## src/rtl/spmsb_pkg.sv

```systemverilog
// spmsb_pkg: constants and types shared by the serial byte port files
// assumes a single 25 MHz core clock; pins are already synchronous to it
package spmsb_pkg;

  localparam int unsigned DATA_W     = 8;
  localparam int unsigned FIFO_DEPTH = 16;
  localparam int unsigned BITS_PER_BYTE = 8;

  // core clock rate and the least sck phase an outside master must keep
  localparam int unsigned CLK_HZ            = 25_000_000;
  localparam int unsigned SLAVE_MIN_PHASE_CYC = 2;

  // sck divisors of the core clock, selected by the rate port
  localparam int unsigned DIV_RATE0 = 4;
  localparam int unsigned DIV_RATE1 = 16;
  localparam int unsigned DIV_RATE2 = 64;
  localparam int unsigned DIV_RATE3 = 128;
  localparam int unsigned DOUBLE_SPEED_SHIFT = 1;

  localparam int unsigned HALF_W = 7;
  localparam logic [HALF_W-1:0] HALF_RATE0 = HALF_W'(DIV_RATE0 / 2);
  localparam logic [HALF_W-1:0] HALF_RATE1 = HALF_W'(DIV_RATE1 / 2);
  localparam logic [HALF_W-1:0] HALF_RATE2 = HALF_W'(DIV_RATE2 / 2);
  localparam logic [HALF_W-1:0] HALF_RATE3 = HALF_W'(DIV_RATE3 / 2);
  localparam logic [HALF_W-1:0] HALF_ONE   = 7'h01;

  localparam logic [1:0] RATE_SEL0 = 2'h0;
  localparam logic [1:0] RATE_SEL1 = 2'h1;
  localparam logic [1:0] RATE_SEL2 = 2'h2;

  localparam logic [3:0] BIT_LAST  = 4'h7;
  localparam logic [3:0] BIT_ZERO  = 4'h0;
  localparam logic [3:0] BIT_ONE   = 4'h1;
  localparam logic [DATA_W-1:0] BYTE_ZERO = 8'h00;

  typedef enum logic [1:0] {
    SPMSB_IDLE,
    SPMSB_WAIT,
    SPMSB_LOW,
    SPMSB_HIGH
  } spmsb_state_t;

endpackage : spmsb_pkg

```

## src/rtl/spmsb_fifo_if.sv

```systemverilog
// spmsb_fifo_if: valid/ready byte stream between the port and its fifo
// assumes both ends run on the same clock
`timescale 1ns/1ns
interface spmsb_fifo_if #(
  parameter int unsigned W = 8
);
  logic         valid;
  logic         ready;
  logic [W-1:0] data;

  modport source (output valid, output data, input ready);
  modport sink   (input valid, input data, output ready);
endinterface : spmsb_fifo_if

```

## src/rtl/spmsb_fifo.sv

```systemverilog
// spmsb_fifo: synchronous fifo, head word held in a register
// assumes one clock; push ignored when full, pop ignored when empty
`timescale 1ns/1ns
module spmsb_fifo #(
  parameter int unsigned W     = 8,
  parameter int unsigned DEPTH = 16
) (
  input  wire logic   clk_i,   // core clock
  input  wire logic   rst_i,   // async reset, high
  spmsb_fifo_if.sink   in_if,  // filling side
  spmsb_fifo_if.source out_if  // draining side
);
  localparam int unsigned AW = $clog2(DEPTH);

  logic [W-1:0]  mem [DEPTH];
  logic [AW-1:0] wptr;
  logic [AW-1:0] rptr;
  logic [AW:0]   count;
  logic [W-1:0]  dout;
  logic [AW-1:0] next_wptr;
  logic [AW-1:0] next_rptr;
  logic [AW:0]   next_count;
  logic [W-1:0]  next_dout;
  logic          in_fire;
  logic          out_fire;

  assign in_if.ready  = (count != (AW+1)'(DEPTH));
  assign out_if.valid = (count != '0);
  assign out_if.data  = dout;
  assign in_fire      = in_if.valid && in_if.ready;
  assign out_fire     = out_if.valid && out_if.ready;

  always_comb
  begin
    next_wptr  = in_fire ? wptr + AW'(1) : wptr;
    next_rptr  = out_fire ? rptr + AW'(1) : rptr;
    next_count = count + (AW+1)'(in_fire) - (AW+1)'(out_fire);
    // bypass so a write into an empty head is seen next cycle
    if (in_fire && (wptr == next_rptr))
      next_dout = in_if.data;
    else
      next_dout = mem[next_rptr];
  end

  always_ff @(posedge clk_i)
  begin
    if (in_fire)
      mem[wptr] <= in_if.data;
  end

  always_ff @(posedge clk_i or posedge rst_i)
  begin
    if (rst_i)
    begin
      wptr  <= '0;
      rptr  <= '0;
      count <= '0;
      dout  <= '0;
    end
    else
    begin
      wptr  <= next_wptr;
      rptr  <= next_rptr;
      count <= next_count;
      dout  <= next_dout;
    end
  end
endmodule : spmsb_fifo

```

## src/rtl/spmsb_port.sv

```systemverilog
// spmsb_port: byte-wide full-duplex serial port, master or slave, mode 0
// assumes pins are synchronous to clk_i; received bytes queue in a fifo
`timescale 1ns/1ns
module spmsb_port #(
  parameter int unsigned W     = spmsb_pkg::DATA_W,
  parameter int unsigned DEPTH = spmsb_pkg::FIFO_DEPTH
) (
  input  wire logic         clk_i,            // core clock
  input  wire logic         rst_i,            // async reset, high
  input  wire logic         enable_i,         // port enable
  input  wire logic         ctrl_wr_i,        // load master_select_i
  input  wire logic         master_select_i,  // requested master mode
  output logic              master_select_o,  // current master mode
  input  wire logic         lsb_first_i,      // shift order
  input  wire logic [1:0]   rate_i,           // sck divisor select
  input  wire logic         double_speed_i,   // halve the divisor
  input  wire logic         transfer_irq_enable_i, // irq enable
  input  wire logic         wr_i,             // data register write
  input  wire logic [W-1:0] wr_data_i,        // byte to send
  input  wire logic         rd_i,             // data register read
  output logic [W-1:0]      rd_data_o,        // received byte
  output logic              rx_avail_o,       // fifo holds a byte
  input  wire logic         status_rd_i,      // status register read
  input  wire logic         irq_ack_i,        // interrupt entry
  output logic              transfer_done_flag_o, // byte finished
  output logic              write_collision_o,    // write while busy
  output logic              busy_o,           // transfer in progress
  output logic              irq_o,            // interrupt request
  input  wire logic         mosi_dir_i,       // user mosi direction
  input  wire logic         miso_dir_i,       // user miso direction
  input  wire logic         sck_dir_i,        // user sck direction
  input  wire logic         ss_dir_i,         // user ss direction
  input  wire logic         ss_level_i,       // user ss output level
  input  wire logic         sck_i,            // sck pin in
  output logic              sck_o,            // sck pin out
  output logic              sck_oe_o,         // sck drive enable
  input  wire logic         mosi_i,           // mosi pin in
  output logic              mosi_o,           // mosi pin out
  output logic              mosi_oe_o,        // mosi drive enable
  input  wire logic         miso_i,           // miso pin in
  output logic              miso_o,           // miso pin out
  output logic              miso_oe_o,        // miso drive enable
  input  wire logic         ss_i,             // ss pin in, low selects
  output logic              ss_o,             // ss pin out
  output logic              ss_oe_o           // ss drive enable
);
  spmsb_fifo_if #(.W(W)) rx_in ();
  spmsb_fifo_if #(.W(W)) rx_out ();

  spmsb_pkg::spmsb_state_t state;
  spmsb_pkg::spmsb_state_t next_state;
  logic [W-1:0]  shreg;
  logic [W-1:0]  next_shreg;
  logic [3:0]    bits;
  logic [3:0]    next_bits;
  logic [spmsb_pkg::HALF_W-1:0] cnt;
  logic [spmsb_pkg::HALF_W-1:0] next_cnt;
  logic [spmsb_pkg::HALF_W-1:0] half;
  logic          sck;
  logic          next_sck;
  logic          samp;
  logic          next_samp;
  logic          sck_prev;
  logic          master_select;
  logic          next_master_select;
  logic          done_flag;
  logic          next_done_flag;
  logic          wcol;
  logic          next_wcol;
  logic          armed;
  logic          next_armed;
  logic          push;
  logic          next_push;
  logic [W-1:0]  rx_byte;
  logic [W-1:0]  next_rx_byte;
  logic [W-1:0]  rdata;
  logic [W-1:0]  next_rdata;
  logic          done;
  logic          busy;
  logic          is_master;
  logic          is_slave;
  logic          sel;
  logic          mode_fault;
  logic          clear_flags;
  logic [W-1:0]  shifted;

  spmsb_fifo #(.W(W), .DEPTH(DEPTH)) u_rx_fifo (
    .clk_i  (clk_i),
    .rst_i  (rst_i),
    .in_if  (rx_in.sink),
    .out_if (rx_out.source)
  );

  assign is_master  = enable_i && master_select;
  assign is_slave   = enable_i && !master_select;
  assign sel        = !ss_i;
  assign mode_fault = is_master && !ss_dir_i && !ss_i;
  assign busy       = is_master ? (state != spmsb_pkg::SPMSB_IDLE)
                                : (sel && (bits != spmsb_pkg::BIT_ZERO));
  assign shifted    = lsb_first_i ? {samp, shreg[W-1:1]}
                                  : {shreg[W-2:0], samp};

  always_comb
  begin
    case (rate_i)
      spmsb_pkg::RATE_SEL0: half = spmsb_pkg::HALF_RATE0;
      spmsb_pkg::RATE_SEL1: half = spmsb_pkg::HALF_RATE1;
      spmsb_pkg::RATE_SEL2: half = spmsb_pkg::HALF_RATE2;
      default:              half = spmsb_pkg::HALF_RATE3;
    endcase
    if (double_speed_i)
      half = half >> spmsb_pkg::DOUBLE_SPEED_SHIFT;
  end

  always_comb
  begin
    next_state = state;
    next_shreg = shreg;
    next_bits  = bits;
    next_cnt   = cnt;
    next_sck   = sck;
    next_samp  = samp;
    next_master_select  = master_select;
    done       = 1'b0;
    if (ctrl_wr_i)
      next_master_select = master_select_i;
    if (!enable_i)
    begin
      next_state = spmsb_pkg::SPMSB_IDLE;
      next_sck   = 1'b0;
      next_bits  = spmsb_pkg::BIT_ZERO;
    end
    else if (master_select)
    begin
      case (state)
        spmsb_pkg::SPMSB_IDLE:
        begin
          if (wr_i)
          begin
            next_shreg = wr_data_i;
            next_bits  = spmsb_pkg::BIT_ZERO;
            next_state = spmsb_pkg::SPMSB_WAIT;
          end
        end
        spmsb_pkg::SPMSB_WAIT:
        begin
          // a full receive fifo holds the start back
          if (rx_in.ready)
          begin
            next_cnt   = half - spmsb_pkg::HALF_ONE;
            next_state = spmsb_pkg::SPMSB_LOW;
          end
        end
        spmsb_pkg::SPMSB_LOW:
        begin
          if (cnt == '0)
          begin
            next_sck   = 1'b1;
            next_samp  = miso_i;
            next_cnt   = half - spmsb_pkg::HALF_ONE;
            next_state = spmsb_pkg::SPMSB_HIGH;
          end
          else
            next_cnt = cnt - spmsb_pkg::HALF_ONE;
        end
        spmsb_pkg::SPMSB_HIGH:
        begin
          if (cnt == '0)
          begin
            next_sck   = 1'b0;
            next_shreg = shifted;
            next_cnt   = half - spmsb_pkg::HALF_ONE;
            if (bits == spmsb_pkg::BIT_LAST)
            begin
              done       = 1'b1;
              next_bits  = spmsb_pkg::BIT_ZERO;
              next_state = spmsb_pkg::SPMSB_IDLE;
            end
            else
            begin
              next_bits  = bits + spmsb_pkg::BIT_ONE;
              next_state = spmsb_pkg::SPMSB_LOW;
            end
          end
          else
            next_cnt = cnt - spmsb_pkg::HALF_ONE;
        end
        default: next_state = spmsb_pkg::SPMSB_IDLE;
      endcase
      if (mode_fault)
      begin
        next_master_select  = 1'b0;
        next_state = spmsb_pkg::SPMSB_IDLE;
        next_sck   = 1'b0;
        next_bits  = spmsb_pkg::BIT_ZERO;
      end
    end
    else
    begin
      next_state = spmsb_pkg::SPMSB_IDLE;
      next_sck   = 1'b0;
      if (wr_i && !busy)
        next_shreg = wr_data_i;
      if (!sel)
        next_bits = spmsb_pkg::BIT_ZERO;
      else if (sck_i && !sck_prev)
        next_samp = mosi_i;
      else if (!sck_i && sck_prev)
      begin
        next_shreg = shifted;
        if (bits == spmsb_pkg::BIT_LAST)
        begin
          done      = 1'b1;
          next_bits = spmsb_pkg::BIT_ZERO;
        end
        else
          next_bits = bits + spmsb_pkg::BIT_ONE;
      end
    end
  end

  // status read then data access, or interrupt entry
  assign clear_flags = irq_ack_i || (armed && (rd_i || wr_i));

  always_comb
  begin
    next_armed = armed;
    if (status_rd_i)
      next_armed = done_flag || wcol;
    else if (rd_i || wr_i || irq_ack_i)
      next_armed = 1'b0;
    // set wins over clear
    next_done_flag = done || (done_flag && !clear_flags);
    next_wcol = (wr_i && busy) || (wcol && !clear_flags);
    next_push    = done;
    next_rx_byte = done ? shifted : rx_byte;
    next_rdata   = rdata;
    if (rd_i)
      next_rdata = rx_out.valid ? rx_out.data : spmsb_pkg::BYTE_ZERO;
  end

  always_ff @(posedge clk_i or posedge rst_i)
  begin
    if (rst_i)
    begin
      state     <= spmsb_pkg::SPMSB_IDLE;
      shreg     <= spmsb_pkg::BYTE_ZERO;
      bits      <= spmsb_pkg::BIT_ZERO;
      cnt       <= '0;
      sck       <= 1'b0;
      samp      <= 1'b0;
      sck_prev  <= 1'b0;
      master_select      <= 1'b0;
      done_flag <= 1'b0;
      wcol      <= 1'b0;
      armed     <= 1'b0;
      push      <= 1'b0;
      rx_byte   <= spmsb_pkg::BYTE_ZERO;
      rdata     <= spmsb_pkg::BYTE_ZERO;
    end
    else
    begin
      state     <= next_state;
      shreg     <= next_shreg;
      bits      <= next_bits;
      cnt       <= next_cnt;
      sck       <= next_sck;
      samp      <= next_samp;
      sck_prev  <= sck_i;
      master_select      <= next_master_select;
      done_flag <= next_done_flag;
      wcol      <= next_wcol;
      armed     <= next_armed;
      push      <= next_push;
      rx_byte   <= next_rx_byte;
      rdata     <= next_rdata;
    end
  end

  // slave bytes arriving into a full fifo are lost
  assign rx_in.valid  = push;
  assign rx_in.data   = rx_byte;
  assign rx_out.ready = rd_i;

  assign master_select_o      = master_select;
  assign rd_data_o            = rdata;
  assign rx_avail_o           = rx_out.valid;
  assign transfer_done_flag_o = done_flag;
  assign write_collision_o    = wcol;
  assign busy_o               = busy;
  assign irq_o = done_flag && transfer_irq_enable_i;

  assign sck_o     = sck;
  assign mosi_o    = lsb_first_i ? shreg[0] : shreg[W-1];
  assign miso_o    = lsb_first_i ? shreg[0] : shreg[W-1];
  assign ss_o      = ss_level_i;
  assign sck_oe_o  = is_master && sck_dir_i;
  assign mosi_oe_o = is_master && mosi_dir_i;
  assign ss_oe_o   = is_master && ss_dir_i;
  assign miso_oe_o = is_slave && miso_dir_i && sel;

  property p_start;
    @(posedge clk_i) disable iff (rst_i)
    (is_master && !mode_fault && !ctrl_wr_i && wr_i
      && state == spmsb_pkg::SPMSB_IDLE) |=> busy;
  endproperty
  a_start: assert property (p_start)
    else $error("master write did not start a transfer");

  property p_done;
    @(posedge clk_i) disable iff (rst_i)
    (is_master && done) |=> (done_flag && !sck_o && !busy_o) ##1 push == 1'b0;
  endproperty
  a_done: assert property (p_done)
    else $error("master completion did not stop and flag");

  property p_irq;
    @(posedge clk_i) disable iff (rst_i)
    (done && transfer_irq_enable_i) |=> irq_o;
  endproperty
  a_irq: assert property (p_irq)
    else $error("interrupt missing with flag and enable");

  property p_ss_user;
    @(posedge clk_i) disable iff (rst_i)
    is_master |-> (ss_o == ss_level_i && ss_oe_o == ss_dir_i);
  endproperty
  a_ss_user: assert property (p_ss_user)
    else $error("select pin not under user control");

  property p_miso_idle;
    @(posedge clk_i) disable iff (rst_i)
    (is_slave && ss_i) |-> !miso_oe_o ##1 (!enable_i || master_select || bits == '0);
  endproperty
  a_miso_idle: assert property (p_miso_idle)
    else $error("deselected slave drove miso or counted bits");

  property p_ss_reset;
    @(posedge clk_i) disable iff (rst_i)
    (is_slave && $rose(ss_i)) |=> (bits == spmsb_pkg::BIT_ZERO);
  endproperty
  a_ss_reset: assert property (p_ss_reset)
    else $error("rising select did not reset slave shifter");

  property p_wcol;
    @(posedge clk_i) disable iff (rst_i)
    (wr_i && busy) |=> write_collision_o;
  endproperty
  a_wcol: assert property (p_wcol)
    else $error("write during transfer not flagged");

  property p_fault;
    @(posedge clk_i) disable iff (rst_i)
    mode_fault |=> (!master_select_o && !sck_oe_o && !busy_o);
  endproperty
  a_fault: assert property (p_fault)
    else $error("low select did not drop master mode");

  property p_push;
    @(posedge clk_i) disable iff (rst_i)
    done |=> (rx_in.valid && rx_in.data == $past(shifted));
  endproperty
  a_push: assert property (p_push)
    else $error("completed byte not sent to receive buffer");

  property p_dirs;
    @(posedge clk_i) disable iff (rst_i)
    is_master |-> (!miso_oe_o && sck_oe_o == sck_dir_i);
  endproperty
  a_dirs: assert property (p_dirs)
    else $error("master pin directions wrong");

endmodule : spmsb_port

```

## config.mk

```make
export PLATFORM = sky130hd
export DESIGN_NAME = spmsb_port
export DESIGN_NICKNAME = d
export VERILOG_FILES = /design/src/rtl/spmsb_pkg.sv /design/src/rtl/spmsb_fifo_if.sv /design/src/rtl/spmsb_fifo.sv /design/src/rtl/spmsb_port.sv
export SDC_FILE = /design/constraint.sdc
export NUM_CORES = 1
export LEC_CHECK = 0
export BUFFER_PORTS_ARGS = -buffer_cell sky130_fd_sc_hd__buf_2
export CAP_MARGIN = 15
export CORE_AREA = 2 2 121 147
export CTS_BUF_LIST = sky130_fd_sc_hd__clkbuf_8 sky130_fd_sc_hd__clkbuf_16
export CTS_CLUSTER_DIAMETER = 120
export DETAILED_ROUTE_END_ITERATION = 8
export DIE_AREA = 0 0 123 149
export MAX_ROUTING_LAYER = met4
export PLACE_DENSITY = 0.79
export SYNTH_ARGS = -nofsm -noshare
export SYNTH_HDL_FRONTEND = slang
export SYNTH_HIERARCHICAL = 1
export SYNTH_SLANG_ARGS = --single-unit
```

## constraint.sdc

```tcl
create_clock -name clk_i -period 3.2 [get_ports clk_i]
set_input_delay 0 -clock clk_i [delete_from_list [all_inputs] [get_ports clk_i]]
set_output_delay 0 -clock clk_i [all_outputs]
set_load 0.01 [all_outputs]
```

==> results.yml <==
final_layout:
  seq_area_um2: 5500
  drive_gt1_frac: 0.279
  finish.instance_area_um2: 11300
  multiInputGateArea_um2: 4060
  final_common_cell: "edfxtp_1"
  fill_cells: 1195
  final_cell_mix: "edfxtp_1, dfrtp_1, mux4_2"
  syn2layout_area_growth_pct: 13.1
  nNetsFinal: 832
  num_antenna_cells: 0
power_and_ir_drop:
  swShare: 0.332
  p_int_w: 0.00497
  power_switching_w: 0.00247
  p_leak_nw: 3.85
  cellPowerDensity_nw_per_um2: 659
  pwr-share-seq: 0.421
  p_comb_frac: 0.290
  vdd_drop_max_v: 0.000492
  clkPwrFrac: 0.289
sta:
  setup_viol: 0
  holdWs_ps: 0.0219
  max_slew.worst_pin.slew_ps: 1010
  timing.fmax_ghz: 0.350
  fin_ws_ps: 344
  max_slew_margin: 0.327
  rsz0062_at_grt: "no"
  fin_skew_ps: 12.0
  slew_violations: 0
  min_period_over_period: 0.893
  setup_tns_ps: 0
  timing_hold_violations_final: 0
  post-route-min-period_ps: 2860
die:
  row_count: 53
  dieArea_um2: 18300
  initial_utilization: 0.583
  fp.dieH_um: 149
  io_pins: 53
  chipWidth_um: 123
  coreArea_um2: 17100
synth:
  ys_top_cells_by_area: "edfxtp_1, dfrtp_1, mux4_2, mux2_2, ha_1"
  avgSynthCellArea_um2: 14.0
  synth-edff-count: 128
  yosysWarnings: 6
  ys_ff_latch: 194
  synth_cells: 711
  yosys.area.top_type: "edfxtp_1"
  synth.distinct_cells: 78
  synth_top_cell_area_share: 0.385
  synth_nets: 758
  ys_async_sr_fraction: 0.340
  synth.yosys.seq_area_share: 0.551
  synth-main-ff-cell: "edfxtp_1"
  synthesis.area_um2: 9980
setup_path:
  worst_setup_path_end_kind: "flop"
  start_kind: "flop"
  cp.arrival_ps: 3170
  cp_max_fo: 26
  cp_slowest_stage_delay_ps: 770
  crit_chain: "buf_4 -> a21boi_0 -> a32oi_1 -> a21oi_1 -> o41ai_2"
  cp_slowest_cell: "a32oi_1"
  cp.required_ps: 3520
  worst-setup-path-type: "flop to flop"
route:
  via_count: 6727
  firstDrtPassIters: 5
  vias_per_cell: 6.61
  drcViolationCount: 0
  drt-initial-drc-count: 508
  post_drt_wl_per_cell_um: 23.4
  ant_nets: 0
  drt-total-wl_um: 23800
worst_hold_path:
  hold_class: "input port to output pin"
status:
  status: "completed"
clock_tree:
  htreeDepth: 4
  clk_latency_ps: 440
  cts_sinks: 194
  cts_tree: "done"
  root_buffer: "clkbuf_16"
  clk_pin_slew_worst_paths_ps: 80
  cts-buffers-inserted: 17
  post-cts-setup-buffers: 0
  cts_max_path_buffers: 2
grt:
  grt_overflow: 0
  antenna_found_initial: 0
  grt_start_max_net_pins: 46
  grt_pass1_vias: 7016
  grt_pass1_wl_um: 37500
  grtUsageTotal: 0.285
placed_design:
  place_ws_ps: 413
  routabilityCongestion: 0.905
  placed_area_um2: 10400
  port_buffers: 50
  dp_hpwl_um: 16400
flow_run:
  max_cap_violations: 0
[registers in the layout (all words and copies together) (netlist names), 2 cells and up]
name / cells
shreg: 8
u_rx_fifo/count: 5
bits: 4
u_rx_fifo/out_if.data: 8
u_rx_fifo/mem: 128
cnt: 7
u_rx_fifo/wptr: 4
u_rx_fifo/rptr: 4
rd_data_o: 8
rx_byte: 8
state: 2
[worst paths after layout]
check | from | endpoint | slack (ps) | cells past startpoint
min in group asynchronous | rst_i | u_rx_fifo/count[0]$_DFF_PP0_ | 350 | 3
hold reg to reg | u_rx_fifo/out_if.data[6]$_DFF_PP0_ | rd_data_o[6]$_DFFE_PP0P_ | 460 | 2
max in group asynchronous | rst_i | u_rx_fifo/rptr[0]$_DFF_PP0_ | 2170 | 3
hold / removal | ss_level_i | ss_o | 0.02 | 0
setup / recovery | u_rx_fifo/rptr[0]$_DFF_PP0_ | u_rx_fifo/out_if.data[5]$_DFF_PP0_ | 340 | 5
setup reg to reg | u_rx_fifo/rptr[0]$_DFF_PP0_ | u_rx_fifo/out_if.data[5]$_DFF_PP0_ | 340 | 5
[metal layers]
layer,part of all wire,up-vias,wire length [um],track usage
met3,0.063,80,1500,0.0455
met2,0.53,372,12700,0.487
met4,0.047,0,1130,0.140
met5,0,-,0,-
li1,-,2912,-,-
met1,0.36,3363,8460,0.324
[layout make-up]
type,instances,area share
well taps,220,0.0244
repair buffers,94,0.0572
multi-input cells,425,0.360
inverters,53,0.0178
clock inverters,14,0.0147
flip-flops and latches,194,0.487
clock buffers,18,0.0389
[worst max-delay path: cells and delay by family, from the launching register on]
kind                   cells  cell delay, ps
AOI/OAI and AO/OA          4            1630
buffers and inverters      1             450
DFF                        1             640
[power by group through the flow]
stage                     Clock [W]  Combinational (W)  Sequential, W
after floorplan                   0            0.00175        0.00304
after global placement            0            0.00200        0.00316
after detailed placement          0            0.00209        0.00318
after CTS                   0.00218            0.00214        0.00313
after global routing        0.00227            0.00234        0.00316
final                       0.00215            0.00216        0.00313
[cells in the mapped netlist (4+ instances only)]
| master | number |
|---|---|
| a211oi_1 | 5 |
| ha_1 | 15 |
| nand2_1 | 47 |
| o31ai_1 | 5 |
| and3_1 | 15 |
| mux4_2 | 64 |
| o211ai_1 | 9 |
| nand4_1 | 10 |
| dfrtp_1 | 66 |
| and2_1 | 12 |
| o41ai_2 | 8 |
| xnor2_1 | 10 |
| a21o_1 | 4 |
| buf_6 | 4 |
| inv_1 | 50 |
| a21oi_1 | 20 |
| o22ai_1 | 8 |
| o21ai_0 | 30 |
| nor4_1 | 8 |
| edfxtp_1 | 128 |
| mux2_2 | 27 |
| a221oi_1 | 8 |
| nand3_1 | 16 |
| buf_2 | 11 |
| nand2b_1 | 4 |
| nor3b_1 | 4 |
| nor2_1 | 23 |
| buf_4 | 8 |
| clkbuf_1 | 13 |
| nand3b_1 | 8 |
[logic make-up (layout without fill, tap and decap cells)]
kind of cell | after synthesis | after routing | synth area share
buf+inv | 92 | 179 | 0.0424
mux | 93 | 93 | 0.177
fa+ha+maj | 16 | 16 | 0.0208
flops | 194 | 194 | 0.551
compound gates | 129 | 129 | 0.0958
xor+xnor | 15 | 15 | 0.0159
simple gates | 172 | 172 | 0.0977
[repair_timing]
| item | in CTS | in global routing |
|---|---|---|
| hold buffers | 26 | 0 |
| gates resized for setup | 0 | 0 |
| endpoints found under the hold margin | 86 | 0 |
[per-stage QoR]
step / util / power [W] / cells
finish: 0.660 / 0.00745 / 1018
global route: 0.660 / 0.00778 / 1018
CTS: 0.660 / 0.00746 / 1018
detailed placement: 0.609 / 0.00528 / 960
global placement: 0.609 / 0.00516 / 960
floorplan: - / 0.00478 / 711
(Power assumes the default switching activity.)
